File: config.mk
export PLATFORM = sky130hd
export DESIGN_NAME = rssc_top
export DESIGN_NICKNAME = d
export VERILOG_FILES = /design/src/shared/rssc_pkg.sv /design/src/shared/rssc_tick_if.sv /design/src/design/rssc_step_timer.sv /design/src/design/rssc_top.sv
export SDC_FILE = /design/constraint.sdc
export NUM_CORES = 1
export LEC_CHECK = 0
export ABC_CLOCK_PERIOD_IN_PS = 3750
export BUFFER_PORTS_ARGS = -buffer_cell sky130_fd_sc_hd__buf_4
export CAP_MARGIN = 20
export CORE_MARGIN = 4
export CORE_UTILIZATION = 35
export DETAILED_ROUTE_END_ITERATION = 6
export HOLD_SLACK_MARGIN = 0.02
export PLACE_DENSITY_LB_ADDON = 0.1
export SYNTH_ARGS = -nofsm -noshare
export SYNTH_HDL_FRONTEND = slang
export SYNTH_SLANG_ARGS = --single-unit
File: constraint.sdc
create_clock -name core_clk -period 3.75 [get_ports core_clk]
set_clock_uncertainty 0.2 [all_clocks]
set_input_delay 0.375 -clock core_clk [delete_from_list [all_inputs] [get_ports core_clk]]
set_output_delay 0.375 -clock core_clk [all_outputs]
set_load 0.02 [all_outputs]
File: src/shared/rssc_pkg.sv
// Constants and types of the rail setpoint and slew control block
package rssc_pkg;

   // ------------------------------------------------------------
   // Register subaddresses
   // ------------------------------------------------------------
   localparam logic [7:0] RAIL_A_OFS     = 8'h10;
   localparam logic [7:0] RAIL_B_OFS     = 8'h11;
   localparam logic [7:0] BUCK_BOOST_OFS = 8'h19;
   localparam logic [7:0] RAMP_CTRL_OFS  = 8'h1a;
   localparam logic [7:0] LINEAR_OFS     = 8'h1b;

   // ------------------------------------------------------------
   // Field positions and widths
   // ------------------------------------------------------------
   localparam int GO_BIT   = 7;
   localparam int AUTO_BIT = 6;
   localparam int SKIP_BIT = 7;
   localparam int RATE_W   = 3;
   localparam int SET_W    = 6;

   // ------------------------------------------------------------
   // Reset values and codes
   // ------------------------------------------------------------
   localparam logic [7:0] RAMP_CTRL_RST  = 8'h06;
   localparam logic [7:0] LINEAR_RST     = 8'h1f;
   localparam logic [7:0] BUCK_BOOST_RST = 8'hb2;
   localparam logic [7:0] RAIL_A_RST     = 8'h00;
   localparam logic [7:0] RAIL_B_RST     = 8'h00;
   localparam logic [5:0] BB_MAX_CODE    = 6'h34;
   localparam logic [2:0] RATE_IMMEDIATE = 3'h7;
   localparam logic [2:0] RATE_FASTEST   = 3'h6;

   // ------------------------------------------------------------
   // Timing
   // ------------------------------------------------------------
   localparam int CLK_PERIOD_NS = 20;
   localparam int STEP_MIN_NS   = 2500;
   localparam int STEP_BASE_CYC =
      (STEP_MIN_NS + CLK_PERIOD_NS - 1) / CLK_PERIOD_NS;
   localparam int BLANK_MS      = 5;
   localparam int BLANK_CYC     =
      (BLANK_MS * 1000000 + CLK_PERIOD_NS - 1) / CLK_PERIOD_NS;

   typedef enum logic [1:0] {
      RSSC_IDLE = 2'b00,
      RSSC_STEP = 2'b01,
      RSSC_SNAP = 2'b10
   } rssc_state_e;

endpackage

File: src/shared/rssc_tick_if.sv
// Step pacing link between the control core and its step timer
`timescale 1ns/1ps
`default_nettype none
interface rssc_tick_if;
   logic       run;
   logic [2:0] rate;
   logic       tick;
   modport ctl (output run, output rate, input tick);
   modport tmr (input run, input rate, output tick);
endinterface
`default_nettype wire

File: src/design/rssc_step_timer.sv
// Step interval timer: one tick per programmed step time
`timescale 1ns/1ps
`default_nettype none
module rssc_step_timer #(
   parameter int BASE_CYC = rssc_pkg::STEP_BASE_CYC
) (
   input  wire logic core_clk,
   input  wire logic rst_n,
   rssc_tick_if.tmr  tk
);

   logic [15:0] cnt_reg;
   logic [15:0] cnt_next;
   logic        tick_reg;
   logic        tick_next;
   logic [15:0] period;

   // ------------------------------------------------------------
   // Interval count
   // ------------------------------------------------------------
   always_comb begin
      // Fastest code is the base; each lower code doubles it
      period    = 16'(BASE_CYC) << (rssc_pkg::RATE_FASTEST - tk.rate);
      cnt_next  = 16'h0000;
      tick_next = 1'b0;
      if (tk.run) begin
         if (cnt_reg >= period - 16'h0001) begin
            tick_next = 1'b1;
         end else begin
            cnt_next = cnt_reg + 16'h0001;
         end
      end
   end

   always_ff @(posedge core_clk) begin
      if (!rst_n) begin
         cnt_reg  <= 16'h0000;
         tick_reg <= 1'b0;
      end else begin
         cnt_reg  <= cnt_next;
         tick_reg <= tick_next;
      end
   end

   assign tk.tick = tick_reg;
endmodule
`default_nettype wire

File: src/design/rssc_top.sv
// Setpoint, ramp control and linear rail registers with ramp engine
`timescale 1ns/1ps
`default_nettype none
module rssc_top #(
   parameter int STEP_BASE_CYC = rssc_pkg::STEP_BASE_CYC,
   parameter int BLANK_CYC     = rssc_pkg::BLANK_CYC
) (
   input  wire logic       core_clk,
   input  wire logic       rst_n,
   input  wire logic       reg_wr,
   input  wire logic       reg_rd,
   input  wire logic [7:0] reg_addr,
   input  wire logic [7:0] reg_wdata,
   input  wire logic       write_authorised,
   output logic      [7:0] reg_rdata,
   output logic      [5:0] rail_a_code,
   output logic      [5:0] rail_b_code,
   output logic            light_load_skip_a,
   output logic            light_load_skip_b,
   output logic      [5:0] buck_boost_code,
   output logic      [5:0] linear_code,
   output logic            linear_monitor_blank,
   output logic            ramp_busy
);

   // ------------------------------------------------------------
   // State
   // ------------------------------------------------------------
   rssc_pkg::rssc_state_e state_reg, state_next;
   logic [7:0]  ramp_reg,  ramp_next;
   logic [7:0]  rail_a_reg, rail_a_next;
   logic [7:0]  rail_b_reg, rail_b_next;
   logic [7:0]  bb_reg,    bb_next;
   logic [7:0]  lin_reg,   lin_next;
   logic [5:0]  cur_a_reg, cur_a_next;
   logic [5:0]  cur_b_reg, cur_b_next;
   logic [17:0] blank_cnt_reg, blank_cnt_next;
   logic        blank_reg, blank_next;
   logic        busy_reg,  busy_next;
   logic [7:0]  rdata_reg, rdata_next;

   logic        wr_a;
   logic        wr_b;
   logic        wr_ramp;
   logic        wr_bb;
   logic        wr_lin;
   logic        go_write;
   logic        start;
   logic        done;
   logic [5:0]  tgt_a;
   logic [5:0]  tgt_b;
   logic [2:0]  rate;

   rssc_tick_if tk ();

   rssc_step_timer #(
      .BASE_CYC (STEP_BASE_CYC)
   ) u_timer (
      .core_clk (core_clk),
      .rst_n    (rst_n),
      .tk       (tk)
   );

   // One code per step; the voltage per code sets the slew
   function automatic logic [5:0] step_toward(input logic [5:0] cur,
                                              input logic [5:0] tgt);
      if (cur < tgt) begin
         step_toward = cur + 6'h01;
      end else if (cur > tgt) begin
         step_toward = cur - 6'h01;
      end else begin
         step_toward = cur;
      end
   endfunction

   // ------------------------------------------------------------
   // Decode
   // ------------------------------------------------------------
   assign wr_a     = reg_wr && (reg_addr == rssc_pkg::RAIL_A_OFS);
   assign wr_b     = reg_wr && (reg_addr == rssc_pkg::RAIL_B_OFS);
   assign wr_ramp  = reg_wr && (reg_addr == rssc_pkg::RAMP_CTRL_OFS);
   assign wr_bb    = reg_wr && (reg_addr == rssc_pkg::BUCK_BOOST_OFS);
   assign wr_lin   = reg_wr && (reg_addr == rssc_pkg::LINEAR_OFS);
   assign go_write = wr_ramp && reg_wdata[rssc_pkg::GO_BIT];
   assign tgt_a    = rail_a_reg[5:0];
   assign tgt_b    = rail_b_reg[5:0];
   assign rate     = ramp_reg[2:0];
   assign start    = go_write
                  || (ramp_reg[rssc_pkg::AUTO_BIT] && (wr_a || wr_b));
   assign tk.run   = (state_reg == rssc_pkg::RSSC_STEP);
   assign tk.rate  = rate;

   // ------------------------------------------------------------
   // Registers
   // ------------------------------------------------------------
   always_comb begin
      rail_a_next = rail_a_reg;
      rail_b_next = rail_b_reg;
      bb_next     = bb_reg;
      lin_next    = lin_reg;
      ramp_next   = ramp_reg;
      if (wr_a) begin
         rail_a_next = {reg_wdata[rssc_pkg::SKIP_BIT], 1'b0, reg_wdata[5:0]};
      end
      if (wr_b) begin
         rail_b_next = {reg_wdata[rssc_pkg::SKIP_BIT], 1'b0, reg_wdata[5:0]};
      end
      // Reserved codes are dropped so the rail never sees them
      if (wr_bb && write_authorised
          && (reg_wdata[5:0] <= rssc_pkg::BB_MAX_CODE)) begin
         bb_next = {reg_wdata[rssc_pkg::SKIP_BIT], 1'b0, reg_wdata[5:0]};
      end
      if (wr_lin && write_authorised) begin
         lin_next = {2'b00, reg_wdata[5:0]};
      end
      if (wr_ramp) begin
         ramp_next[rssc_pkg::AUTO_BIT] = reg_wdata[rssc_pkg::AUTO_BIT];
         ramp_next[2:0]                = reg_wdata[2:0];
      end
      // Set wins over the self-clear
      if (done) begin
         ramp_next[rssc_pkg::GO_BIT] = 1'b0;
      end
      if (go_write) begin
         ramp_next[rssc_pkg::GO_BIT] = 1'b1;
      end
      ramp_next[5:3] = 3'b000;
   end

   always_ff @(posedge core_clk) begin
      if (!rst_n) begin
         ramp_reg   <= rssc_pkg::RAMP_CTRL_RST;
         rail_a_reg <= rssc_pkg::RAIL_A_RST;
         rail_b_reg <= rssc_pkg::RAIL_B_RST;
         bb_reg     <= rssc_pkg::BUCK_BOOST_RST;
         lin_reg    <= rssc_pkg::LINEAR_RST;
      end else begin
         ramp_reg   <= ramp_next;
         rail_a_reg <= rail_a_next;
         rail_b_reg <= rail_b_next;
         bb_reg     <= bb_next;
         lin_reg    <= lin_next;
      end
   end

   // ------------------------------------------------------------
   // Ramp engine
   // ------------------------------------------------------------
   always_comb begin
      state_next = state_reg;
      cur_a_next = cur_a_reg;
      cur_b_next = cur_b_reg;
      done       = 1'b0;
      case (state_reg)
         rssc_pkg::RSSC_IDLE: begin
            if (start) begin
               // Snap waits a cycle so a same-cycle target write lands
               if (rate == rssc_pkg::RATE_IMMEDIATE) begin
                  state_next = rssc_pkg::RSSC_SNAP;
               end else begin
                  state_next = rssc_pkg::RSSC_STEP;
               end
            end
         end
         rssc_pkg::RSSC_STEP: begin
            if (rate == rssc_pkg::RATE_IMMEDIATE) begin
               state_next = rssc_pkg::RSSC_SNAP;
            end else if (cur_a_reg == tgt_a && cur_b_reg == tgt_b) begin
               state_next = rssc_pkg::RSSC_IDLE;
               done       = 1'b1;
            end else if (tk.tick) begin
               cur_a_next = step_toward(cur_a_reg, tgt_a);
               cur_b_next = step_toward(cur_b_reg, tgt_b);
            end
         end
         rssc_pkg::RSSC_SNAP: begin
            cur_a_next = tgt_a;
            cur_b_next = tgt_b;
            state_next = rssc_pkg::RSSC_IDLE;
            done       = 1'b1;
         end
         default: begin
            state_next = rssc_pkg::RSSC_IDLE;
         end
      endcase
      busy_next = (state_next != rssc_pkg::RSSC_IDLE);
   end

   always_ff @(posedge core_clk) begin
      if (!rst_n) begin
         state_reg <= rssc_pkg::RSSC_IDLE;
         cur_a_reg <= rssc_pkg::RAIL_A_RST[5:0];
         cur_b_reg <= rssc_pkg::RAIL_B_RST[5:0];
         busy_reg  <= 1'b0;
      end else begin
         state_reg <= state_next;
         cur_a_reg <= cur_a_next;
         cur_b_reg <= cur_b_next;
         busy_reg  <= busy_next;
      end
   end

   // ------------------------------------------------------------
   // Monitor blanking and read port
   // ------------------------------------------------------------
   always_comb begin
      blank_cnt_next = blank_cnt_reg;
      if (wr_lin && write_authorised) begin
         blank_cnt_next = 18'(BLANK_CYC);
      end else if (blank_cnt_reg != 18'h00000) begin
         blank_cnt_next = blank_cnt_reg - 18'h00001;
      end
      blank_next = (blank_cnt_next != 18'h00000);
      rdata_next = rdata_reg;
      if (reg_rd) begin
         case (reg_addr)
            rssc_pkg::RAIL_A_OFS:     rdata_next = rail_a_reg;
            rssc_pkg::RAIL_B_OFS:     rdata_next = rail_b_reg;
            rssc_pkg::BUCK_BOOST_OFS: rdata_next = bb_reg;
            rssc_pkg::RAMP_CTRL_OFS:  rdata_next = ramp_reg;
            rssc_pkg::LINEAR_OFS:     rdata_next = lin_reg;
            default:                  rdata_next = 8'h00;
         endcase
      end
   end

   always_ff @(posedge core_clk) begin
      if (!rst_n) begin
         blank_cnt_reg <= 18'h00000;
         blank_reg     <= 1'b0;
         rdata_reg     <= 8'h00;
      end else begin
         blank_cnt_reg <= blank_cnt_next;
         blank_reg     <= blank_next;
         rdata_reg     <= rdata_next;
      end
   end

   assign reg_rdata            = rdata_reg;
   assign rail_a_code          = cur_a_reg;
   assign rail_b_code          = cur_b_reg;
   assign light_load_skip_a    = rail_a_reg[rssc_pkg::SKIP_BIT];
   assign light_load_skip_b    = rail_b_reg[rssc_pkg::SKIP_BIT];
   assign buck_boost_code      = bb_reg[5:0];
   assign linear_code          = lin_reg[5:0];
   assign linear_monitor_blank = blank_reg;
   assign ramp_busy            = busy_reg;
endmodule
`default_nettype wire

======== After elaboration in Yosys (flattened, before gate mapping) ========
Index checks and enable logic that the tools add are counted.
storage, ports and cells
  flip-flop bits (word level) ............. 94
  output and inout bits ................... 36
  input port bits ......................... 21
  logic and storage cells ................. 97
operators by class
  order comparisons ....................... 6
  bitwise operators ....................... 2
  mux-type cells .......................... 26
  reductions and logical operators ........ 23
  add/sub/neg operators ................... 8
  shift-type cells ........................ 1
  equality and inequality tests ........... 15
operators with widths
  operator                                                number
  2-to-1 mux 6 bit                                        10
  equality test 8 x 5 -> 1 bit (second input constant)    5
  one-hot mux 8 bit (5 select lines)                      1
  2-to-1 mux 18 bit                                       2
  nonzero test 18 bit                                     2
  one-hot mux 6 bit (2 select lines)                      2
  subtractor 18 x 1 -> 18 bit (second input constant)     1
  adder 16 x 1 -> 16 bit (second input constant)          1
  >= comparator 16 bit                                    1
  << shifter 7 x 3 -> 16 bit (first input constant)       1
  subtractor 16 x 1 -> 16 bit (second input constant)     1
  adder 6 x 1 -> 6 bit (second input constant)            2
  equality test 6 bit                                     2
  greater-than comparator 6 bit                           2
  less-than comparator 6 bit                              2
  subtractor 6 x 1 -> 6 bit (second input constant)       2
  logical AND 1 bit                                       11
  AND reduction 5 bit                                     2
  2-to-1 mux 2 bit                                        4
  <= comparator 6 bit (second input constant)             1
  inequality test 3 x 1 -> 1 bit (second input constant)  2
  nonzero test 2 bit                                      3
  2-to-1 mux 1 bit                                        5
  inequality test 2 bit (second input constant)           2
  other kinds (12)                                        14

======== Logic depth before layout (Yosys ltp) ========
Gate-level depths: netlist of the first run.
  depth in word-level cells ............... 8
  gate-level depth with buffers ........... 18

======== Cells and area by module ========
Synthesis of the first run repeated with hierarchy kept, for this count alone.
unflattened totals
  cells, all modules ...................... 666
  area, all modules ....................... 5627.9 um2
modules (own cells, without submodules)
  module           area an instance (um2)  instances  cells an instance
  rssc_top         4215.3                  1          500
  rssc_step_timer  1412.6                  1          166

======== Least setup slack after synthesis of the first run ========
No wires, ideal clock.
  path kind ............................... reg2reg
  start ................................... reg ramp_reg[1]
  end ..................................... reg u_timer.cnt_reg[10]
  buffers on the path ..................... 2
  slack ................................... -0.063 ns
  stages on the path, launching flop included .. 16
  clock period less this slack ............ 3.813 ns
  arrival time ............................ 3.475 ns
  cell sequence ........................... dfxtp_1 -> ha_1 -> clkbuf_1 -> xnor2_1 -> clkinv_1 -> nand2_1 -> ha_1 -> nand4_1 -> mux2i_1 -> a21oi_1 -> ha_1 -> and4_1 -> nand3_1 -> o31ai_1 -> clkbuf_1 -> a211oi_1
between the ends
  word-level cells in the longest chain between the ends .. 5
ends and longest elaborated chain
  what                                 RTL line               RTL
  start, declared                      rssc_top.sv:30         logic [7:0] ramp_reg, ramp_next;
  start signal, assigned               rssc_top.sv:132        ramp_reg <= rssc_pkg::RAMP_CTRL_RST;
  start signal, assigned               rssc_top.sv:138        ramp_reg <= ramp_next;
  subtractor 3 bit                     rssc_step_timer.sv:23  period = 16'(BASE_CYC) << (rssc_pkg::RATE_FASTEST - tk.rate);
  << shifter 7 x 3 -> 16 bit           rssc_step_timer.sv:23
  subtractor 16 x 1 -> 16 bit          rssc_step_timer.sv:27  if (cnt_reg >= period - 16'h0001) begin
  >= comparator 16 bit                 rssc_step_timer.sv:27
  OR reduction 3 bit (no source line)  --
  end signal, assigned                 rssc_step_timer.sv:40  cnt_reg <= cnt_next;
  end, declared                        rssc_step_timer.sv:12  logic [15:0] cnt_reg;
Every way passes these cells.
A chain may end at the register's enable or synchronous reset.

======== Worst setup path in the final report of the first run ========
  start ................................... reg ramp_reg[0]
  end ..................................... reg u_timer.cnt_reg[10]
Same word-level chain as after synthesis.

==> results of run 1 <==
## cell usage in the layout, fill, tap and decap left out, drive strengths merged, types with 11 or more instances in the layout
cell type / count
ha: 47
dfxtp: 91
nand3: 27
nand4: 11
mux2i: 43
a21o: 17
nand2b: 11
xor2: 17
inv: 31
o21ai: 18
buf: 70
xnor2: 12
nand2: 66
nor3: 15
nor2: 64
a211oi: 21
a21oi: 34
## worst min-delay path, cell delays in order
cell and delay (ns):
buf_4 0.08, mux2i_1 0.05, nor2_1 0.07
## through the flow
step	cells	hold slack, ns	utilization [%]
floorplan	682	0.241	-
global placement	929	0.255	40.0
detailed placement	929	0.264	40.0
CTS	945	0.0547	42.1
global route	945	0.0578	42.1
finish	945	0.0660	42.1
## area by class of cell
class	instances	area share (%)
Clock buffer	10	3.39
Clock inverter	6	1.43
Inverter	30	1.67
Multi-Input combinational cell	522	54.8
Sequential cell	91	27.0
Tap cell	216	4.00
Timing Repair Buffer	70	7.78
## logic make-up (layout without fill, tap and decap cells)
family / after synthesis / after routing / synth area share (%)
other: 1 / 1 / 0.0646
multiplexers: 45 / 45 / 7.87
adder cells (fa/ha/maj): 49 / 49 / 10.8
flip-flops: 91 / 91 / 31.4
buffers and inverters: 69 / 116 / 5.07
XOR/XNOR: 29 / 29 / 4.38
AND/OR/NAND/NOR: 246 / 246 / 21.7
AO/OA/AOI/OAI: 152 / 152 / 18.7
## what timing repair did
item                       CTS  global route
resized for setup            1             0
pin swaps                    0             1
setup endpoints to repair    5            14
## final timing paths
kind                start  slack [ns]  cells after the start                  end
max           ramp_reg[0]        0.35                     13  u_timer.cnt_reg[10]
min          reg_wdata[6]        0.07                      3          ramp_reg[6]
max reg2reg   ramp_reg[0]        0.35                     13  u_timer.cnt_reg[10]
min reg2reg  reg_rdata[4]        0.27                      2         reg_rdata[4]
## power groups by stage
stage | clock network (mW) | registers [mW] | logic (mW)
floorplan | 0 | 1.14 | 0.866
global placement | 0 | 1.19 | 1.07
detailed placement | 0 | 1.19 | 1.06
CTS | 1.05 | 1.17 | 1.06
global route | 1.08 | 1.19 | 1.17
finish | 1.01 | 1.17 | 1.07
## per-layer routing
layer | wire length [µm] | track usage, % | up-vias
met5 | 0 | 0 | -
met4 | 248 | 4.42 | 0
met3 | 612 | 3.79 | 24
met2 | 7550 | 28.1 | 95
met1 | 6910 | 21.6 | 2450
li1 | - | - | 2550
==> flow_metrics.py, run 1 <==
metrics = {
    "global_route": {
        "antenna_found_initial": 0,
        "grt_first_pass_wirelength_mm": 25.1,
        "grt_remaining_overflow": 0,
        "grt_usage_pct": 16.7,
        "grt_pass1_vias": 4912,
        "grt_max_degree": 29,
    },
    "placement": {
        "place_congestion": 0.856,
        "numPortBuffers": 56,
        "pre_cts_slack_ns": -0.000224,
        "dpl.hpwl_mm": 11.4,
        "placed_area_mm2": 0.00642,
    },
    "critical_path": {
        "cp_slowest_cell": "o31ai_4",
        "cp.arrival_ns": 3.40,
        "worstPathMaxFanout": 16,
        "cp_data_required_time_ns": 3.75,
        "max_stage_delay_ns": 0.60,
        "start_kind": "flop",
        "crit_chain": "ha_1 -> xnor2_1 -> clkinv_1 -> nand2_1 -> ha_1 -> nand4_1 -> mux2i_1 -> a21oi_1 -> ha_1 -> and4_1 -> nand3_1 -> o31ai_4 -> a211oi_1",
        "crit_path_end_kind": "flop",
        "crit_type": "flop to flop",
        "crit_top_cell": "ha_1",
        "critPathBufInv": 1,
        "cp_top_family": "compound AO/OA/AOI/OAI gates",
    },
    "cells_and_area": {
        "drive_above_1_share_pct": 14.0,
        "fill_cells": 1594,
        "final_nets": 794,
        "antenna_cells": 0,
        "seq_area_mm2": 0.00182,
        "multiInputGateArea_mm2": 0.00370,
        "largest_reg_flops": 18,
        "syn_to_final_growth_pct": 16.4,
        "design_area_mm2": 0.00676,
    },
    "synthesis": {
        "ys_warn_count": 0,
        "ys_seq_area_share_pct": 31.4,
        "yosys.cell_count.top_type": "dfxtp_1",
        "syn_inst": 682,
        "syn_area_mm2": 0.00580,
        "synth_ff_type": "dfxtp_1",
        "yosys_register_bits": 91,
        "synthArstFlopShare_pct": 0,
        "synthTopCellsByArea": "dfxtp_1 (31%), ha_1 (10%), mux2i_1 (7.4%)",
        "synth_fp_nets": 752,
        "synth_top_area_share_pct": 31.4,
        "synth_cell_type_count": 65,
        "synth_edf_count": 0,
        "avgSynthCellArea_um2": 8.51,
        "synth_commonest_cells": "dfxtp_1 (91), nand2_1 (66), nor2_1 (64), ha_1 (47), mux2i_1 (43)",
        "synth_largest_area_cell": "dfxtp_1",
    },
    "clock_network": {
        "cts.sinks": 91,
        "post_cts_buffers": 0,
        "clk_path_buf_depth": 2,
        "htreeDepth": 3,
        "insertion_delay_ns": 0.35,
        "cts_hold_buf": 0,
        "cts_tree": "done",
        "clkTransAtPathRegs_ns": 0.07,
        "cts-root-buf": "clkbuf_16",
        "numCtsBuffers": 9,
    },
    "sta": {
        "setup_violations": 0,
        "fmax_ghz": 0.294,
        "setup_ws_ns": 0.347,
        "tns_ns": 0,
        "period_share_pct": 90.7,
        "period_needed_ns": 3.40,
        "slew_headroom_pct": 36.8,
        "tightest_slew_ns": 0.947,
        "slew_viol_final": 0,
        "rsz0062_at_grt": "false",
        "finalHoldViolations": 0,
    },
    "detailed_routing": {
        "vias": 5119,
        "drtAntennaViolNets": 0,
        "wirelength_mm": 15.3,
        "detail_route.wl_per_cell_um": 16.2,
        "avgViaCountPerCell": 5.42,
        "drtPass1Iterations": 4,
        "first_iter_violations": 279,
        "drc_errors": 0,
    },
    "floorplan": {
        "dieArea_mm2": 0.0187,
        "pin_count": 57,
        "die_height_um": 137,
        "die_w_um": 137,
        "rows": 46,
        "core_area_mm2": 0.0161,
        "start_util_pct": 36.1,
    },
    "power_and_ir_drop": {
        "leakage_nw": 2.77,
        "seq_power_share_pct": 36.0,
        "powerDensity_mw_per_mm2": 481,
        "clockPowerShare_pct": 31.0,
        "power.switching_mw": 1.16,
        "netSwitchingFraction_pct": 35.6,
        "report.power.total_mw": 3.25,
        "peakVddDrop_v": 0.000492,
        "p_int_mw": 2.09,
        "p_comb_share_pct": 33.0,
    },
    "job": {
        "maxCapViolCount": 0,
    },
    "run_status": {
        "status": "completed",
    },
    "min_path": {
        "hp-class": "input pin to flop",
    },
}
No activity file was read; power rests on OpenSTA's default activity.
==> run 2: changes to the inputs <==
Settings changed: CORE_MARGIN 4 to 2, CTS_BUF_LIST set to sky130_fd_sc_hd__clkbuf_4 sky130_fd_sc_hd__clkbuf_8, REMOVE_ABC_BUFFERS set to 1.
==> run 2 against run 1 <==
Against the previous run: sequential cell count is the same; first-iteration DRC count up 4.3%; die area is 5.8% lower; setup slack got worse by 0.028 ns; sequential share of layout area grew 0.51 points; routed wire length up 3.9%; critical path depth is 2 higher; fmax shrank 0.81%; core utilization down 1.7 points; global-route usage increased by 1.7 points; hold slack worse by 0.0071 ns; combinational power is essentially flat.
==> flow_metrics.py, run 2 (same netlist as run 1, synthesis figures left out) <==
metrics = {
    "detailed_routing": {
        "drtPass1Iterations": 4,
        "drtAntennaViolNets": 0,
        "highest_layer": "met4",
        "drc_errors": 0,
        "met2_length_mm": 7.60,
        "avgViaCountPerCell": 5.43,
        "wirelength_mm": 15.9,
        "detail_route.wl_per_cell_um": 16.8,
        "routed-wl-met3_um": 638,
        "wl_met1_mm": 7.48,
        "first_iter_violations": 291,
        "vias": 5146,
    },
    "critical_path": {
        "crit_path_end_kind": "flop",
        "crit_chain": "ha_1 -> xnor2_2 -> clkinv_1 -> nand2_1 -> ha_1 -> nand4_1 -> mux2i_1 -> a21oi_1 -> ha_1 -> and4_1 -> nand3_1 -> o2111a_1 -> o31ai_1 -> buf_4 -> a211oi_1",
        "cp_data_required_time_ns": 3.80,
        "startpoint": "ramp_reg[0]",
        "cp_slowest_cell": "dfxtp_1",
        "rr_startpoint": "ramp_reg[0]",
        "start_kind": "flop",
        "crit_top_cell": "ha_1",
        "max_stage_delay_ns": 0.37,
        "critPathBufInv": 2,
        "worstPathMaxFanout": 16,
        "crit_type": "flop to flop",
        "cp_top_family": "adder cells",
        "cp.arrival_ns": 3.48,
    },
    "cells_and_area": {
        "largest_reg_flops": 18,
        "antenna_cells": 0,
        "drive_above_1_share_pct": 13.8,
        "layout_common_cells": "dfxtp_1 (91), buf_4 (68), nand2_1 (66), nor2_1 (64), ha_1 (47)",
        "fill_cells": 1633,
        "final_nets": 793,
        "multiInputGateArea_mm2": 0.00369,
        "layout_commonest_cell": "dfxtp_1",
        "seq_area_mm2": 0.00182,
        "syn_to_final_growth_pct": 14.3,
        "final_cells": 947,
    },
    "min_path": {
        "hp-class": "input pin to flop",
        "hp-start": "reg_rd",
    },
    "floorplan": {
        "pin_count": 57,
        "die_w_um": 133,
        "dieArea_mm2": 0.0176,
        "core_area_mm2": 0.0164,
        "die_height_um": 133,
        "rows": 47,
        "start_util_pct": 35.4,
    },
    "global_route": {
        "antenna_found_initial": 0,
        "grt_remaining_overflow": 0,
        "grt_max_degree": 29,
        "grt_first_pass_wirelength_mm": 25.7,
        "grt_usage_pct": 18.4,
        "grt_pass1_vias": 4832,
    },
    "placement": {
        "numPortBuffers": 56,
        "place_congestion": 0.818,
        "dp.cells": 931,
        "dpl.hpwl_mm": 11.9,
    },
    "power_and_ir_drop": {
        "leakage_nw": 2.72,
        "p_comb_share_pct": 35.9,
        "clockPowerShare_pct": 24.7,
        "report.power.total_mw": 2.98,
        "p_int_mw": 1.85,
        "peakVddDrop_v": 0.000343,
        "powerDensity_mw_per_mm2": 450,
        "power.switching_mw": 1.13,
        "netSwitchingFraction_pct": 37.9,
        "seq_power_share_pct": 39.3,
    },
    "clock_network": {
        "numCtsBuffers": 9,
        "insertion_delay_ns": 0.39,
        "clk_path_buf_depth": 2,
        "cts.sinks": 91,
        "cts-root-buf": "clkbuf_8",
        "clkTransAtPathRegs_ns": 0.10,
        "cts_tree": "done",
        "htreeDepth": 3,
        "post_cts_buffers": 0,
    },
    "sta": {
        "fmax_ghz": 0.291,
        "slew_headroom_pct": 33.8,
        "finalHoldViolations": 0,
        "period_share_pct": 91.5,
        "tightest_slew_ns": 0.993,
        "rsz0062_at_grt": "false",
        "tns_ns": 0,
        "slew_viol_final": 0,
        "setup_violations": 0,
        "period_needed_ns": 3.43,
        "whs_ns": 0.0589,
    },
    "run_status": {
        "status": "completed",
    },
    "job": {
        "maxCapViolCount": 0,
    },
}
run 2: final timing paths:
path | endpoint | slack, ns | depth (start not counted)
min reg2reg | reg_rdata[5] | 0.28 | 2
max reg2reg | u_timer.cnt_reg[11] | 0.32 | 15
min | reg_rdata[1] | 0.06 | 2
max | u_timer.cnt_reg[11] | 0.32 | 15
run 2: cell type report:
class | instances | share of cell area (%)
flip-flops and latches | 91 | 27.5
multi-input cells | 522 | 55.7
clock inverters | 3 | 0.698
well taps | 220 | 4.15
inverters | 30 | 1.70
clock buffers | 12 | 2.40
repair buffers | 69 | 7.85
run 2: worst reg2reg max path, stage by stage (launching register included):
cell,delay (ns)
dfxtp_1,0.37
ha_1,0.26
xnor2_2,0.27
clkinv_1,0.29
nand2_1,0.18
ha_1,0.16
nand4_1,0.10
mux2i_1,0.16
a21oi_1,0.09
ha_1,0.27
and4_1,0.18
nand3_1,0.10
o2111a_1,0.26
o31ai_1,0.06
buf_4,0.25
a211oi_1,0.11
run 2: timing repair:
item | 4_1_cts | 5_1_grt
hold buffers | 1 | 0
setup endpoints to repair | 0 | 16
gates resized for setup | 0 | 1
endpoints found under the hold margin | 1 | 0
run 2: power groups by stage:
stage	Sequential, mW	Clock, mW	Combinational, mW
global placement	1.19	0	1.06
global route	1.19	0.799	1.18
CTS	1.17	0.764	1.06
finish	1.17	0.738	1.07
floorplan	1.16	0	0.816
detailed placement	1.19	0	1.06
run 2: metal layers:
metal / GRT usage (%) / up-vias
met3: 3.72 / 14
li1: - / 2549
met4: 5.02 / 0
met2: 30.6 / 100
met5: 0 / -
met1: 24.3 / 2483
run 2: per-stage QoR:
stage | area (µm²) | setup slack, ns | util (%)
3_5_place_dp | 6410 | 0.187 | 39.0
5_1_grt | 6630 | 0.0370 | 40.4
2_1_floorplan | 5620 | -0.201 | -
3_3_place_gp | 6410 | 0.355 | 39.0
4_1_cts | 6620 | 0.154 | 40.4
6_report | 6630 | 0.319 | 40.4
